--- src/csd_defs.vh ---
// Constants for the compare-skip and decimal-adjust execution unit.
// Assumes inclusion by bare name from the unit's source file.
`ifndef CSD_DEFS_VH
`define CSD_DEFS_VH

// Register byte offsets on the APB slave
`define CSD_OFS_CTRL      8'h00
`define CSD_OFS_WORK      8'h04
`define CSD_OFS_FLAGS     8'h08
`define CSD_OFS_BANK      8'h0c
`define CSD_OFS_INDEX     8'h10
`define CSD_OFS_STATE     8'h14

// Field positions
`define CSD_CTRL_EXT      0
`define CSD_FLAG_C        0
`define CSD_FLAG_DC       1
`define CSD_ST_BUSY       0
`define CSD_ST_SKIP       1
`define CSD_ST_TWO        2
`define CSD_ST_CNT_LO     8

// Reset values
`define CSD_RST_CTRL      1'h0
`define CSD_RST_WORK      8'h00
`define CSD_RST_BANK      4'h0
`define CSD_RST_INDEX     12'h000

// Opcode patterns (upper byte, bank bit masked off; decimal adjust is a whole word)
`define CSD_OP_LT         7'h30
`define CSD_OP_EQ         7'h31
`define CSD_OP_GT         7'h32
`define CSD_OP_DAW        16'h0007

// Two-word opcode prefixes
`define CSD_TW_MOVE4      4'hc
`define CSD_TW_CALL7      7'h76
`define CSD_TW_GOTO8      8'hef
`define CSD_TW_LOAD10     10'h3b8

// Access bank split and extended-mode limit
`define CSD_ACC_LIMIT     8'h60
`define CSD_IDX_MAX       8'h5f
`define CSD_ACC_HIGH      4'hf

// Phases per instruction cycle, last phase index
`define CSD_LAST_PHASE    2'h3

`endif

--- src/csd_exec_unit.v ---
// Execution unit for compare-and-skip and decimal-adjust instructions.
// Assumes fetch, data memory and APB master share pclk; memory answers
// in the same cycle as its read strobe.
//
// Operation
// - Decode skip-if-greater from 0110 010a pattern
// - Decode skip-if-less from 0110 000a pattern
// - File greater than W: flush next, idle
// - File less than W: flush next, idle
// - Unsigned subtract compare, operands and flags untouched
// - One word; one cycle, two when skipping
// - Skip over two-word instruction takes three cycles
// - a=0 access bank, a=1 bank select register
// - a=0, extended, f<=95: indexed literal offset
// - Low nibble plus 6 if above 9/DC
// - High nibble plus 6 plus carry if needed
// - Decimal adjust works in place on W
// - File equal to W: flush next, idle
`include "csd_defs.vh"
`timescale 1ns/10ps

module csd_exec_unit
(
  // Clock and reset
  input  wire        pclk,
  input  wire        presetn,
  // APB slave
  input  wire        psel,
  input  wire        penable,
  input  wire        pwrite,
  input  wire [7:0]  paddr,
  input  wire [31:0] pwdata,
  output reg  [31:0] prdata,
  output reg         pready,
  output reg         pslverr,
  // Instruction issue from fetch pipeline
  input  wire        instr_valid,
  input  wire [15:0] instr_word,
  input  wire [15:0] next_word,
  output reg         instr_ready,
  // Data memory read port
  output reg  [11:0] mem_addr,
  output reg         mem_rd,
  input  wire [7:0]  mem_rdata,
  // Pipeline status
  output reg         flush_next,
  output reg         idle_cycle,
  output reg         exec_done
);

  // Operation kinds
  localparam [2:0] K_NONE = 3'd0;
  localparam [2:0] K_EQ   = 3'd1;
  localparam [2:0] K_GT   = 3'd2;
  localparam [2:0] K_LT   = 3'd3;
  localparam [2:0] K_DAW  = 3'd4;

  // Sequencer states
  localparam [1:0] ST_IDLE = 2'd0;
  localparam [1:0] ST_EXEC = 2'd1;
  localparam [1:0] ST_NOP  = 2'd2;

  // Instruction kind from opcode
  function [2:0] decode_kind;
    input [15:0] w;
    begin
      if (w[15:9] == `CSD_OP_GT)
        decode_kind = K_GT;
      else if (w[15:9] == `CSD_OP_LT)
        decode_kind = K_LT;
      else if (w[15:9] == `CSD_OP_EQ)
        decode_kind = K_EQ;
      else if (w == `CSD_OP_DAW)
        decode_kind = K_DAW;
      else
        decode_kind = K_NONE;
    end
  endfunction

  // True when the opcode has a second program word
  function is_two_word;
    input [15:0] w;
    begin
      is_two_word = (w[15:12] == `CSD_TW_MOVE4) ||
                    (w[15:9] == `CSD_TW_CALL7) ||
                    (w[15:8] == `CSD_TW_GOTO8) ||
                    (w[15:6] == `CSD_TW_LOAD10);
    end
  endfunction

  // Data memory address of the file operand
  function [11:0] file_address;
    input        a;
    input [7:0]  f;
    input [3:0]  bank;
    input        ext;
    input [11:0] index;
    begin
      if (a)
        file_address = {bank, f};
      else if (ext && (f <= `CSD_IDX_MAX))
        file_address = index + {4'h0, f};
      else if (f < `CSD_ACC_LIMIT)
        file_address = {4'h0, f};
      else
        file_address = {`CSD_ACC_HIGH, f};
    end
  endfunction

  // Packed BCD correction: {carry, result}
  function [8:0] bcd_adjust;
    input [7:0] w;
    input       c;
    input       dc;
    reg   [4:0] lo;
    reg   [4:0] hi;
    begin
      lo = {1'b0, w[3:0]};
      if ((w[3:0] > 4'h9) || dc)
        lo = lo + 5'h06;
      hi = {1'b0, w[7:4]} + {4'h0, lo[4]};
      if ((hi > 5'h09) || c)
        hi = hi + 5'h06;
      bcd_adjust = {c | (hi > 5'h0f), hi[3:0], lo[3:0]};
    end
  endfunction

  // Software-visible state
  reg        ext_enable;
  reg [7:0]  work;
  reg        flag_c;
  reg        flag_dc;
  reg [3:0]  bank;
  reg [11:0] index_base;
  reg [7:0]  skip_count;
  reg        last_skip;

  // Sequencer state
  reg [1:0]  state;
  reg [1:0]  phase;
  reg [2:0]  kind;
  reg        bank_bit;
  reg [7:0]  file_ofs;
  reg        next_two;
  reg [7:0]  file_byte;
  reg        take_skip;
  reg        nops_left;

  // Combinational helpers
  reg [8:0]  diff;
  reg        cmp_true;
  reg [8:0]  adjusted;
  reg [31:0] next_prdata;
  reg        next_pslverr;
  wire       apb_access;
  wire       apb_write;
  wire       daw_write;

  // Completing transfer and its write side
  assign apb_access = psel & penable & pready;
  assign apb_write  = apb_access & pwrite;
  assign daw_write  = (state == ST_EXEC) && (phase == `CSD_LAST_PHASE) && (kind == K_DAW);

  // Compare by unsigned subtraction, nothing written back
  always @*
  begin
    diff = {1'b0, file_byte} - {1'b0, work};
    case (kind)
      K_EQ:    cmp_true = (diff[7:0] == 8'h00);
      K_GT:    cmp_true = ~diff[8] && (diff[7:0] != 8'h00);
      K_LT:    cmp_true = diff[8];
      default: cmp_true = 1'b0;
    endcase
    adjusted = bcd_adjust(work, flag_c, flag_dc);
  end

  // Register read mux and unmapped decode
  always @*
  begin
    next_prdata  = 32'h00000000;
    next_pslverr = 1'b0;
    case (paddr)
      `CSD_OFS_CTRL:  next_prdata[`CSD_CTRL_EXT] = ext_enable;
      `CSD_OFS_WORK:  next_prdata[7:0] = work;
      `CSD_OFS_FLAGS:
      begin
        next_prdata[`CSD_FLAG_C]  = flag_c;
        next_prdata[`CSD_FLAG_DC] = flag_dc;
      end
      `CSD_OFS_BANK:  next_prdata[3:0] = bank;
      `CSD_OFS_INDEX: next_prdata[11:0] = index_base;
      `CSD_OFS_STATE:
      begin
        next_prdata[`CSD_ST_BUSY] = (state != ST_IDLE);
        next_prdata[`CSD_ST_SKIP] = last_skip;
        next_prdata[`CSD_ST_TWO]  = next_two;
        next_prdata[`CSD_ST_CNT_LO+7:`CSD_ST_CNT_LO] = skip_count;
      end
      default: next_pslverr = 1'b1;
    endcase
  end

  // APB handshake: one wait state, data and error with pready
  always @(posedge pclk or negedge presetn)
  begin
    if (!presetn)
    begin
      pready  <= 1'b0;
      prdata  <= 32'h00000000;
      pslverr <= 1'b0;
    end
    else
    begin
      pready  <= psel & penable & ~pready;
      prdata  <= (psel & penable & ~pready & ~pwrite) ? next_prdata : 32'h00000000;
      pslverr <= psel & penable & ~pready & next_pslverr;
    end
  end

  // Configuration registers written over APB
  always @(posedge pclk or negedge presetn)
  begin
    if (!presetn)
    begin
      ext_enable <= `CSD_RST_CTRL;
      bank       <= `CSD_RST_BANK;
      index_base <= `CSD_RST_INDEX;
    end
    else if (apb_write)
    begin
      if (paddr == `CSD_OFS_CTRL)
        ext_enable <= pwdata[`CSD_CTRL_EXT];
      if (paddr == `CSD_OFS_BANK)
        bank <= pwdata[3:0];
      if (paddr == `CSD_OFS_INDEX)
        index_base <= pwdata[11:0];
    end
  end

  // Working register and flags; instruction write beats software
  always @(posedge pclk or negedge presetn)
  begin
    if (!presetn)
    begin
      work    <= `CSD_RST_WORK;
      flag_c  <= 1'b0;
      flag_dc <= 1'b0;
    end
    else if (daw_write)
    begin
      work   <= adjusted[7:0];
      flag_c <= adjusted[8];
    end
    else if (apb_write)
    begin
      if (paddr == `CSD_OFS_WORK)
        work <= pwdata[7:0];
      if (paddr == `CSD_OFS_FLAGS)
      begin
        flag_c  <= pwdata[`CSD_FLAG_C];
        flag_dc <= pwdata[`CSD_FLAG_DC];
      end
    end
  end

  // Instruction sequencer over four phases per cycle
  always @(posedge pclk or negedge presetn)
  begin
    if (!presetn)
    begin
      state       <= ST_IDLE;
      phase       <= 2'h0;
      kind        <= K_NONE;
      bank_bit    <= 1'b0;
      file_ofs    <= 8'h00;
      next_two    <= 1'b0;
      file_byte   <= 8'h00;
      take_skip   <= 1'b0;
      nops_left   <= 1'b0;
      last_skip   <= 1'b0;
      skip_count  <= 8'h00;
      instr_ready <= 1'b0;
      mem_addr    <= 12'h000;
      mem_rd      <= 1'b0;
      flush_next  <= 1'b0;
      idle_cycle  <= 1'b0;
      exec_done   <= 1'b0;
    end
    else
    begin
      exec_done <= 1'b0;
      mem_rd    <= 1'b0;
      case (state)
        ST_IDLE:
        begin
          instr_ready <= 1'b1;
          idle_cycle  <= 1'b0;
          flush_next  <= 1'b0;
          if (instr_valid && instr_ready)
          begin
            // Q1: decode; capture the prefetched word's length
            kind        <= decode_kind(instr_word);
            bank_bit    <= instr_word[8];
            file_ofs    <= instr_word[7:0];
            next_two    <= is_two_word(next_word);
            take_skip   <= 1'b0;
            instr_ready <= 1'b0;
            state       <= ST_EXEC;
            phase       <= 2'h1;
            if (decode_kind(instr_word) != K_DAW && decode_kind(instr_word) != K_NONE)
            begin
              // Q2 read strobe for the file operand
              mem_addr <= file_address(instr_word[8], instr_word[7:0], bank,
                                       ext_enable, index_base);
              mem_rd   <= 1'b1;
            end
          end
        end
        ST_EXEC:
        begin
          phase <= phase + 2'h1;
          if (phase == 2'h1)
            file_byte <= mem_rdata;
          if (phase == 2'h2)
            take_skip <= cmp_true;
          if (phase == `CSD_LAST_PHASE)
          begin
            if (take_skip)
            begin
              // Skip: one idle cycle, two over a two-word instruction
              state      <= ST_NOP;
              nops_left  <= next_two;
              flush_next <= 1'b1;
              idle_cycle <= 1'b1;
              last_skip  <= 1'b1;
              skip_count <= skip_count + 8'h01;
            end
            else
            begin
              // No skip: single cycle done
              state       <= ST_IDLE;
              exec_done   <= 1'b1;
              instr_ready <= 1'b1;
              if (kind != K_NONE && kind != K_DAW)
                last_skip <= 1'b0;
            end
          end
        end
        ST_NOP:
        begin
          phase <= phase + 2'h1;
          if (phase == `CSD_LAST_PHASE)
          begin
            if (nops_left)
              nops_left <= 1'b0;
            else
            begin
              state       <= ST_IDLE;
              flush_next  <= 1'b0;
              idle_cycle  <= 1'b0;
              exec_done   <= 1'b1;
              instr_ready <= 1'b1;
            end
          end
        end
        default:
        begin
          state <= ST_IDLE;
          phase <= 2'h0;
        end
      endcase
    end
  end

endmodule

--- config.mk ---
export PLATFORM = sky130hd
export DESIGN_NAME = csd_exec_unit
export DESIGN_NICKNAME = d
export VERILOG_FILES = /design/src/csd_exec_unit.v
export VERILOG_INCLUDE_DIRS = /design/src
export SDC_FILE = /design/constraint.sdc
export NUM_CORES = 1
export LEC_CHECK = 0
export BUFFER_PORTS_ARGS = -buffer_cell sky130_fd_sc_hd__buf_2
export CORE_MARGIN = 1
export CORE_UTILIZATION = 54
export DETAILED_ROUTE_END_ITERATION = 6
export HOLD_SLACK_MARGIN = 0.02
export MAX_ROUTING_LAYER = met4
export PLACE_DENSITY = 0.86
export SLEW_MARGIN = 40
export SYNTH_ARGS = -nofsm -noshare
export SYNTH_HDL_FRONTEND = slang
export SYNTH_SLANG_ARGS = --single-unit
--- constraint.sdc ---
create_clock -name pclk -period 2.88 [get_ports pclk]
set_clock_uncertainty 0.05 [all_clocks]
set_input_delay 0.144 -clock pclk [delete_from_list [all_inputs] [get_ports pclk]]
set_output_delay 0.144 -clock pclk [all_outputs]
set_load 0.02 [all_outputs]
# Yosys cells after proc, flatten, opt, wreduce, memory -nomap -nowiden
# Cells that the tools add are included.
[op_classes]
n_addsub = 7
n_mul = 0
div_mod_pow = 0
n_lt_le_gt_ge = 5
eq_ne = 32
shifts = 0
muxes = 62
bitwise = 11
n_reduce_logical = 45
[ops]
columns = ["op", "count"]
rows = [
  ["12-bit two-way mux", 3],
  ["1-bit two-way mux", 27],
  ["8-bit two-way mux", 3],
  ["7-bit by 6-bit equality test with 1-bit output, second input constant", 3],
  ["3-bit two-way mux", 6],
  ["3-bit AND reduction", 6],
  ["16-bit by 3-bit equality test with 1-bit output, second input constant", 1],
  ["8-bit by 4-bit equality test with 1-bit output, second input constant", 2],
  ["8-bit by 5-bit equality test with 1-bit output, second input constant", 2],
  ["8-bit zero test", 2],
  ["16-bit two-way mux", 1],
  ["4-bit case mux with 2 select lines", 2],
  ["2-bit AND reduction", 7],
  ["2-bit nonzero test", 7],
  ["12-bit by 8-bit adder with 12-bit output", 1],
  ["1-bit case mux with 3 select lines", 4],
  ["10-bit equality test, second input constant", 1],
  ["5-bit by 4-bit > comparator with 1-bit output, second input constant", 2],
  ["2-bit two-way mux", 5],
  ["5-bit two-way mux", 2],
  ["2-bit != test, second input constant", 5],
  ["5-bit AND reduction", 2],
  ["3-bit nonzero test", 3],
  ["8-bit by 8-bit subtractor with 9-bit output", 1],
  ["36 further kinds", 64],
]
[totals]
register_bits = 88
latchBits = 0
ram_bits = 0
rom_bits = 0
in_bits = 86
out_inout_bits = 51
word_cells = 186
memories = 0

# Longest topological paths before layout
# Gate-level depths: netlist (run 1).
[depth]
ltp_word = 12
mapped_depth = 11
mapped_depth_nobuf = 10

# Least setup slack after synthesis (run 1)
# No wires, ideal clock.
[synth_timing]
kind = "reg-to-reg"
start = "register work[1] (netlist: bcd_adjust.w[1])"
end = "register work[6] (netlist: bcd_adjust.w[6])"
setup_ps = 126
arrival_ps = 2458
required_time_ps = 2704
slack_ps = 246
path_stages_with_launch = 12
path_buffers = 1
period_less_slack_ps = 2634
cell_sequence = "dfrtp_1 inv_1 a21oi_1 ha_1 ha_1 clkbuf_1 o21a_1 o22a_1 a21oi_1 nor2_1 a31o_2 a221o_1"
[synth_between]
elab_chain_cells = 8
elab_cells_between_ends = 10
cone_classes = "add/sub: 3; order compare: 2; mux: 3; reduce/logical: 2"
[synth_lines]
columns = ["item", "line", "rtl"]
rows = [
  ["start, declared", "csd_exec_unit.v:130", "reg [7:0] work;"],
  ["start signal, assigned", "csd_exec_unit.v:245", "work <= `CSD_RST_WORK;"],
  ["start signal, assigned", "csd_exec_unit.v:251", "work <= adjusted[7:0];"],
  ["start signal, assigned", "csd_exec_unit.v:257", "work <= pwdata[7:0];"],
  ["4-bit > comparator", "csd_exec_unit.v:119", "if ((w[3:0] > 4'h9) || dc)"],
  ["1-bit logical OR", "csd_exec_unit.v:119", ""],
  ["5-bit two-way mux *", "csd_exec_unit.v:119", ""],
  ["4-bit by 1-bit adder with 5-bit output *", "csd_exec_unit.v:121", "hi = {1'b0, w[7:4]} + {4'h0, lo[4]};"],
  ["5-bit by 4-bit > comparator with 1-bit output", "csd_exec_unit.v:122", "if ((hi > 5'h09) || c)"],
  ["1-bit logical OR", "csd_exec_unit.v:122", ""],
  ["5-bit two-way mux *", "csd_exec_unit.v:122", ""],
  ["8-bit two-way mux *", "csd_exec_unit.v:249", "else if (daw_write)"],
]
# Every way passes the cells marked *; elsewhere a longest branch is shown, timed or not. The select of a mux whose other input is x is not followed.
# A chain may end at the register's enable or synchronous reset.

# Worst setup path after layout (run 1)
# Same ends and word-level chain as after synthesis.

==> results of run 1 <==
[placed cells by master, fill, tap and decap left out, drive strengths merged, types with 5 or more instances in the layout]
cell / netlist / layout
buf: 21 / 101
nor3: 13 / 13
dlygate4sd3: 0 / 29
xor2: 5 / 5
dfrtp: 88 / 88
xnor2: 12 / 12
conb: 1 / 16
a211oi: 7 / 7
and3: 10 / 10
nand4: 5 / 5
a31oi: 6 / 6
o211ai: 5 / 5
mux2i: 7 / 7
nor2: 54 / 54
nand2b: 9 / 9
o21ai: 36 / 36
a22oi: 9 / 9
nand2: 47 / 47
inv: 29 / 32
a21oi: 31 / 31
clkbuf: 12 / 9
ha: 28 / 28
o31ai: 9 / 9
mux2: 26 / 26
o21a: 9 / 9
nand3: 11 / 11
[cell families after synthesis]
| kind of cell | Yosys count |
|---|---|
| and+or+nand+nor | 176 |
| AOI/OAI and AO/OA | 144 |
| DFF | 88 |
| buffers and inverters | 62 |
| muxes | 33 |
| adders and majority gates | 30 |
| xor gates and xnor gates | 17 |
| other | 1 |
[Yosys cell counts (5+ instances only)]
| library cell | instances |
|---|---|
| inv_1 | 29 |
| a31oi_1 | 6 |
| xnor2_1 | 12 |
| nand2b_1 | 9 |
| and3_1 | 10 |
| a21oi_1 | 31 |
| nand4_1 | 5 |
| xor2_1 | 5 |
| nand2_1 | 47 |
| ha_1 | 28 |
| a22oi_1 | 9 |
| o21ai_0 | 36 |
| a211oi_1 | 7 |
| dfrtp_1 | 88 |
| clkbuf_1 | 12 |
| o31ai_1 | 9 |
| nor2_1 | 51 |
| nor3_1 | 11 |
| o211ai_1 | 5 |
| nand3_1 | 11 |
| mux2_2 | 26 |
| buf_4 | 18 |
| mux2i_1 | 7 |
| o21a_1 | 9 |
[sequential cells by signal (all words and copies together), names as in the netlist, 2 cells and up]
name	count
prdata	16
index_base	12
mem_addr	12
bcd_adjust.w	8
file_byte	8
skip_count	8
bank	4
kind	3
phase	2
state	2
[layer usage]
layer	global-route usage	share of wire	routed length (µm)
met3	0.0673	0.068	941
met2	0.498	0.50	6890
met4	0.110	0.019	267
met1	0.361	0.41	5740
met5	-	0	0
[worst min-delay path by stage]
stage / start / to / slack (ps) / cells after the start
detailed placement: presetn / index_base[11] / 100 / 1
floorplan: presetn / bank[0] / -200 / 0
CTS: pwdata[0] / bcd_adjust.w[0] / 20 / 3
finish: next_word[12] / next_two / 30 / 3
global route: next_word[12] / next_two / 20 / 3
global placement: presetn / mem_addr[11] / 90 / 1
[what timing repair did]
| action | in CTS | in global routing |
|---|---|---|
| resized for setup | 0 | 3 |
| endpoints found under the setup margin | 0 | 1 |
| endpoints found under the hold margin | 67 | 0 |
| hold buffers | 29 | 0 |
[metrics by stage]
stage                     utilization  hold slack (ps)  instance area [µm²]
after global placement          0.622             92.5                 5800
after detailed placement        0.622             99.8                 5800
final                           0.678             32.9                 6330
after global routing            0.678             23.5                 6330
after floorplan                     -             -202                 5310
after CTS                       0.677             21.0                 6320
[worst reg2reg max path: cells and delay by family, from the launching register on]
family	cells	cell delay, ps
fa+ha+maj	2	570
simple gates	2	180
compound gates	5	1140
buf+inv	2	260
flops	1	420
[power by group]
| group | total [W] | internal [W] | leakage (nW) | switching [W] |
|---|---|---|---|---|
| logic | 0.00105 | 0.000433 | 1.84 | 0.000613 |
| clock network | 0.000979 | 0.000498 | 0.107 | 0.000481 |
| registers | 0.00149 | 0.00139 | 1.14 | 0.000105 |
| total | 0.00352 | 0.00232 | 3.09 | 0.00120 |
[layout make-up]
cell class	instances	area (µm²)
Clock inverter	7	101
Clock buffer	9	124
Multi-Input combinational cell	416	2810
Timing Repair Buffer	130	816
Sequential cell	88	2200
Inverter	29	109
Fill cell	724	3000
Tap cell	129	161
Antenna cell	1	2.50
==> run metrics, run 1 <==
iteration-0 DRC count of the detailed router 299; count of cells along the worst register-to-register path 11; setup slack on the worst flop-to-flop path 140 ps; total of buffers placed on input and output ports 94; maximum capacitance violations 0; Critical-path top delay cell dfrtp_2; DRT antenna net count 0; post-synthesis cell type count around 70; buffers and inverters on the worst path 2; Final period util 0.951; first-pass GRT wire length around 23000 µm; number of max-slew violations in the final report 0; ordered list of cells on the worst path inv_1, a21oi_1, ha_1, ha_2, buf_4, nor2b_1, o21ai_0, a21oi_2, nor2_1, a31o_2, a221o_1; horizontal die dimension 101 µm; family with the most delay on the worst path compound AO/OA/AOI/OAI gates; fraction of the mapped netlist area in simple logic gates 0.170; kind of end point of the critical path register; sequential-to-total area share from yosys stat 0.419; Critical Path Sink bcd_adjust.w[6]; area grow syn2layout 20.5%; timing-limited maximum frequency 365 MHz; total power consumption of the routed design 0.00352 W; P per Cell Area 556 mW/mm²; CTS buffer count 9; total congestion overflow after global routing 0; dominant combinational cell family by area after synthesis compound AO/OA/AOI/OAI gates; multiplexer area fraction after synthesis 0.0691; Top-Level Pins 137; run status finished clean; R2R Path Start bcd_adjust.w[1]; total number of clock tree sinks 88; RSZ-0062 raised after global routing false; PnR worst setup slack 140 ps; Synth area leader dfrtp_1; area share of the largest cell type after synthesis 0.419; number of hold-slack violations in the final timing report 0; NumNets Final 790; Syn. warnings 0; Worst path max stage delay approximately 420 ps; total stage count of the critical path 11; remaining max-slew budget at the tightest pin 0.599; Layout Cells excl Fill 809; fraction of layout cells with a size suffix above 1 0.231; Std-Cell Core Area 0.00933 mm²; average via count per standard cell 5.84; synthesized flop and latch total 88; worst supply voltage drop on vdd 0.369 mV; worst endpoint data arrival time 2940 ps; critical setup path kind register to register; Clock Pin Slew Worst Setup and Hold Paths 90 ps; reported leakage power approximately 3 nW; H-tree level count 3; starting utilization of the core area 0.563; Critical Path Fanout Max 10; GR Util All Layers 0.301; top cells by area, synth dfrtp_1 (42%), ha_1 (6.7%), mux2_2 (5.6%); Hold/Removal Path Class primary input to register; initial antenna violation count 1; number of vias in the routed layout 4723; Post-route DRC 0; fraction of the mapped netlist area in compound gates 0.181; root buffer cell clkbuf_8; largest net degree at the start of global routing 42; ys async rst share 1.00; buffers inserted by post-CTS timing repair 0; Post-Place Setup Slack between 100 and 150 ps; post-synthesis average cell area 9.53 µm²; type of origin of the critical path register; TritonCTS clock tree done; final WL 13800 µm; transition time of the tightest slew-check pin between 600 and 700 ps; final total negative setup slack 0 ps; Post-DP HPWL 10000 µm; detailed-route wire length per cell 17.1 µm; cell count after synthesis 551; commonest register cell after synthesis dfrtp_1; required time of the critical path 3080 ps; post-synthesis share of cell area spent on xor and xnor gates 0.0284; EDFF count, synth 0; Die ar. 0.0101 mm²; adder-cell area share of the yosys netlist 0.0744; # rows 35; R2R Path End bcd_adjust.w[6]; final setup fails 0; number of optimization iterations in the first detailed-route pass 5; height of the die between 100 and 150 µm; # placed instances ~760; latest clock arrival within the worst-skew pair between 300 and 400 ps; Worst Setup SP bcd_adjust.w[1]; Tmin final about 2700 ps; maximum clock path buffer count 2; RePlAce Congestion 0.954; number of global-route vias before repair a little under 5000; combined area of all synthesized cells approximately 0.0053 mm²
Power figures use the tool's default switching activity.
==> inputs of run 2 (changes only) <==
- CORE_MARGIN: 1 -> 3
- TNS_END_PERCENT: default -> 1
==> run 2 against run 1 <==
  * Critical path depth unchanged
  * Combinational power is essentially flat
  * Via count down 0.23%
  * Worst setup slack better by 110 ps
  * Global-route usage fell by 4.7 points
  * Total power fell by 1.8%
  * Core utilization fell by 0.55 points
  * Die area is 8.1% higher
  * Register-to-register slack improved by 110 ps
==> run metrics, run 2 (same netlist as run 1, synthesis figures left out) <==
run status finished clean; type of origin of the critical path register; number of hold-slack violations in the final timing report 0 (unchanged); Die ar. 0.0109 mm² (+8.1%); detailed-route wire length per cell 16.6 µm (-3.0%); horizontal die dimension 105 µm (+4.0%); Post-DP HPWL 10000 µm (about the same); layout filler cell count 713 (-1.5%); number of vias in the routed layout 4712 (-0.23%); RePlAce Congestion 0.945 (-0.93%); TritonCTS clock tree done; fraction of layout cells with a size suffix above 1 0.230 (-0.00125); critical setup path kind register to register; P per Cell Area 550 mW/mm² (-1.0%); reported leakage power 3.08 nW (-0.44%); required time of the critical path 3080 ps (about the same); tightest hold margin 38.3 ps (+5.46 ps); DRT antenna net count 0 (unchanged); total number of clock tree sinks 88 (unchanged); # rows 35 (unchanged); maximum clock path buffer count 2 (unchanged); H-tree level count 3 (unchanged); Clock Pin Slew Worst Setup and Hold Paths 90 ps (about the same); number of global-route vias before repair 4683 (-2.5%); worst supply voltage drop on vdd 0.269 mV (-27%); Std-Cell Core Area 0.00933 mm² (unchanged); height of the die 105 µm (+4.0%); transition time of the tightest slew-check pin 710 ps (+109 ps); Hold/Removal Path Class primary input to register; kind of end point of the critical path register; total congestion overflow after global routing 0 (unchanged); Critical Path Fanout Max 10 (unchanged); Top-Level Pins 137 (unchanged); registers with the most flip-flops prdata: 16 flops, index_base: 12 flops, mem_addr: 12 flops; largest net degree at the start of global routing 89 (+110%); remaining max-slew budget at the tightest pin 0.526 (-0.0728); number of max-slew violations in the final report 0 (unchanged); most common cell after layout, fill and taps aside buf_2; GR Util All Layers 0.254 (-0.0470); area grow syn2layout 19.5%; Largest Register prdata; buffers inserted by post-CTS timing repair 0 (unchanged); top library cells by usage in the layout, fill and taps aside buf_2 (93), dfrtp_1 (88), nor2_1 (51), nand2_1 (47), o21ai_0 (36); RSZ-0062 raised after global routing false; total of buffers placed on input and output ports 94 (unchanged); average via count per standard cell 5.87 (+0.51%); final WL 13300 µm (-3.7%); iteration-0 DRC count of the detailed router 273 (-8.7%); maximum capacitance violations 0 (unchanged); NumNets Final 785 (-0.63%); worst endpoint data arrival time 2830 ps (-110 ps); timing-limited maximum frequency 381 MHz (+4.3%); first-pass GRT wire length 22000 µm (-3.8%); Antenna diodes 0 (-1); number of optimization iterations in the first detailed-route pass 5 (unchanged); flip-flop count of the largest register, all copies and words added 16 (unchanged); root buffer cell clkbuf_8; final total negative setup slack 0 ps (unchanged); starting utilization of the core area 0.563 (unchanged); Post-route DRC 0 (unchanged); latest clock arrival within the worst-skew pair 360 ps (about the same); initial antenna violation count 0 (-1); Tmin final 2630 ps (-113 ps); total power consumption of the routed design 0.00345 W (-1.8%); CTS buffer count 9 (unchanged); Final period util 0.912 (-0.0391); final setup fails 0 (unchanged)
-- run 2: cell types whose count changed in the layout (fill, tap and decap cells not counted), sizes merged --
cell         before  now
dlygate4sd3      29   25
diode             1    0
clkinv            0    3
clkinvlp          2    1
buf             101   99
clkbuf            9   10
inv              32   30
-- run 2: cell type report --
type | instances | area (µm²) | share of cell area
multi-input cells | 416 | 2810 | 0.448
flip-flops and latches | 88 | 2200 | 0.351
repair buffers | 125 | 774 | 0.123
well taps | 129 | 161 | 0.0257
clock buffers | 9 | 124 | 0.0197
inverters | 29 | 109 | 0.0173
clock inverters | 7 | 95.1 | 0.0152
-- run 2: repair_timing --
item                                    in CTS  in global routing
endpoints found under the hold margin      113                  0
resized for setup                            0                  2
endpoints found under the setup margin       0                  1
hold buffers                                25                  0
-- run 2: worst paths after layout --
path | from | to | slack (ps) | cells after the start
setup / recovery | bcd_adjust.w[3] | bcd_adjust.w[6] | 250 | 11
hold / removal | penable | pready | 40 | 3
setup reg to reg | bcd_adjust.w[3] | bcd_adjust.w[6] | 250 | 11
hold reg to reg | skip_count[7] | skip_count[7] | 420 | 1
max in group asynchronous | presetn | prdata[0] | 1920 | 2
min in group asynchronous | presetn | index_base[10] | 330 | 2
-- run 2: through the flow --
step / util / setup WS (ps) / instance area, µm² / instances
after global routing: 0.673 / 76.0 / 6270 / 803
final: 0.673 / 252 / 6270 / 803
after CTS: 0.672 / 206 / 6270 / 803
after detailed placement: 0.621 / 210 / 5800 / 762
after floorplan: - / 246 / 5310 / 566
after global placement: 0.621 / 336 / 5790 / 762
-- run 2: worst max-delay path, stage by stage, from the launching register on --
cell and delay (ps):
dfrtp_1 400, inv_1 100, a21oi_2 170, ha_1 250, ha_2 300, buf_4 170
nor2b_1 130, o21ai_0 110, a21oi_1 240, nor2_1 60, a31o_2 210, a221o_1 330
-- run 2: power breakdown --
group,leakage [nW],internal (W),switching [W]
logic,1.82,0.000428,0.000594
registers,1.14,0.00139,0.000106
clock network,0.110,0.000490,0.000450
total,3.08,0.00230,0.00115
-- run 2: routing by layer --
| metal | global-route usage | vias to the layer above | part of all wire | wire, µm |
|---|---|---|---|---|
| met2 | 0.402 | 232 | 0.49 | 6460 |
| met1 | 0.335 | 2257 | 0.42 | 5580 |
| met4 | 0.105 | 0 | 0.025 | 335 |
| li1 | - | 2192 | - | - |
| met5 | - | - | 0 | 0 |
| met3 | 0.0284 | 31 | 0.071 | 949 |
==> inputs of run 3 (changes only) <==
- BUFFER_PORTS_ARGS: -buffer_cell sky130_fd_sc_hd__buf_2 -> -buffer_cell sky130_fd_sc_hd__buf_4
==> run 3 against run 2 <==
  * First-iteration DRC count grew 14%
  * Sequential share of layout area fell by 1.2 points
  * Hold slack got worse by 10 ps
  * Clock-buffer cell count increased by 2
  * Largest power group unchanged
  * Total power increased by 2.0%
  * Highest routed layer unchanged
  * Sequential cell count is the same
  * Global-route usage is 0.16 points higher
  * Final cell count did not move
==> run metrics, run 3 (same netlist as run 1, synthesis figures left out) <==
run status finished clean; worst supply voltage drop on vdd 0.258 mV (-4.2%); initial antenna violation count 0 (unchanged); reported leakage power 3.12 nW (+1.5%); final WL 13500 µm (+1.5%); maximum capacitance violations 0 (unchanged); required time of the critical path 3070 ps (about the same); setup slack on the worst flop-to-flop path 200 ps (-50 ps); DRT antenna net count 0 (unchanged); part of the power in the clock network 0.268 (-0.004); placed standard-cell area 0.00602 mm² (+3.9%); Hold/Removal Path Class primary input to register; worst endpoint data arrival time 2870 ps (+40 ps); iteration-0 DRC count of the detailed router 310 (+14%); registers with the most flip-flops prdata: 16 flops, index_base: 12 flops, mem_addr: 12 flops; Post-DP HPWL 10300 µm (+2.4%); Tmin final 2680 ps (+49.1 ps); proportion of power drawn by flip-flops and latches 0.424 (-0.008); Die ar. 0.0109 mm² (unchanged); kind of end point of the critical path register; RSZ-0062 raised after global routing false; maximum clock path buffer count 2 (unchanged); depth of the worst hold-timing path 3 (unchanged); # placed instances 761 (-0.13%); Sw Pwr 0.00116 W (+0.99%); H-tree level count 3 (unchanged); R2R Path Start bcd_adjust.w[1]; startpoint of the lowest-slack hold path instr_word[5]; NumNets Final 785 (unchanged); Layout Cells excl Fill 803 (unchanged); P per Cell Area 541 mW/mm² (-1.7%); root buffer cell clkbuf_8; top library cells by usage in the layout, fill and taps aside buf_4 (98), dfrtp_1 (87), nor2_1 (51), nand2_1 (47), o21ai_0 (36); Antenna diodes 0 (unchanged); buffers inserted by post-CTS timing repair 0 (unchanged); post-layout instance area 0.00651 mm² (+3.7%); number of vias in the routed layout 4670 (-0.89%); cell-internal power 0.00236 W (+2.5%); latest clock arrival within the worst-skew pair 360 ps (about the same); timing-limited maximum frequency 374 MHz (-1.8%); first-pass GRT wire length 22100 µm (+0.54%); total number of clock tree sinks 88 (unchanged); average via count per standard cell 5.82 (-0.89%); # rows 35 (unchanged); combinational fraction of design power 0.309 (+0.013); flip-flop count of the largest register, all copies and words added 16 (unchanged); total congestion overflow after global routing 0 (unchanged); largest net degree at the start of global routing 89 (unchanged); starting utilization of the core area 0.563 (unchanged); horizontal die dimension 105 µm (unchanged); Top-Level Pins 137 (unchanged); RePlAce Congestion 0.934 (-1.1%); critical setup path kind register to register; Final period util 0.929 (+0.0170); final setup fails 0 (unchanged); most common cell after layout, fill and taps aside buf_4; remaining max-slew budget at the tightest pin 0.533 (+0.00669); Std-Cell Core Area 0.00933 mm² (unchanged); Min-Delay Endpoint mem_addr[5]; number of optimization iterations in the first detailed-route pass 5 (unchanged); R2R Path End bcd_adjust.w[6]; Critical Path Fanout Max 10 (unchanged); CTS buffer count 9 (unchanged); GR Util All Layers 0.255 (+0.00163); Clock Pin Slew Worst Setup and Hold Paths 90 ps (about the same); number of global-route vias before repair 4535 (-3.2%); switch share 0.330 (-0.00322); Post-route DRC 0 (unchanged); detailed-route wire length per cell 16.8 µm (+1.5%); total of buffers placed on input and output ports 94 (unchanged); TritonCTS clock tree done; type of origin of the critical path register; transition time of the tightest slew-check pin 700 ps (-10.8 ps); area grow syn2layout 24.0%; tightest hold margin 28.2 ps (-10.1 ps); final total negative setup slack 0 ps (unchanged); height of the die 105 µm (unchanged); number of hold-slack violations in the final timing report 0 (unchanged); Largest Register prdata; count of cells along the worst register-to-register path 11 (unchanged); number of max-slew violations in the final report 0 (unchanged); fraction of layout cells with a size suffix above 1 0.228 (-0.00148)
run 3: layer usage:
layer / up-vias / part of all wire / GRT usage
li1: 2188 / - / -
met1: 2260 / 0.43 / 0.333
met2: 188 / 0.49 / 0.416
met3: 34 / 0.056 / 0.0346
met4: 0 / 0.024 / 0.0825
met5: - / 0 / -
run 3: cell type report:
class,count,area [µm²]
fillers,728,2820
multi-input cells,416,2810
flip-flops and latches,88,2200
repair buffers,125,1010
well taps,129,161
clock buffers,11,131
inverters,29,109
clock inverters,5,81.3
run 3: through the flow:
| step | utilization | setup slack (ps) | total power, W |
|---|---|---|---|
| after floorplan | - | 246 | 0.00220 |
| after global placement | 0.645 | 221 | 0.00250 |
| after detailed placement | 0.646 | 50.2 | 0.00256 |
| after CTS | 0.696 | 26.1 | 0.00352 |
| after global routing | 0.698 | 17.9 | 0.00372 |
| final | 0.698 | 203 | 0.00352 |
run 3: timing repair:
item	CTS	global route
endpoints found under the hold margin	118	0
resized for setup	0	4
endpoints found under the setup margin	0	2
hold buffers	26	0
run 3: critical path: stages, from the launching register on:
cell and delay (ps):
dfrtp_2 420, inv_1 100, a21oi_2 200, ha_1 250
ha_2 300, buf_4 170, nor2b_1 140, o21ai_0 130
a21oi_2 200, nor2_1 50, a31o_2 210, a221o_1 330
run 3: worst max-delay path by stage:
stage	slack [ps]	endpoint	start
final	200	bcd_adjust.w[6]	bcd_adjust.w[1]
after global routing	20	bcd_adjust.w[6]	bcd_adjust.w[1]
after CTS	30	bcd_adjust.w[6]	bcd_adjust.w[1]
after detailed placement	50	bcd_adjust.w[6]	bcd_adjust.w[1]
after global placement	220	bcd_adjust.w[6]	bcd_adjust.w[1]
after floorplan	250	bcd_adjust.w[6]	bcd_adjust.w[1]
run 3: power groups by stage:
stage | clock network, W | logic [W] | registers [W]
after floorplan | 0 | 0.000632 | 0.00156
after global placement | 0 | 0.000994 | 0.00151
after detailed placement | 0 | 0.00104 | 0.00151
after CTS | 0.000951 | 0.00108 | 0.00149
after global routing | 0.00100 | 0.00120 | 0.00151
final | 0.000942 | 0.00109 | 0.00149
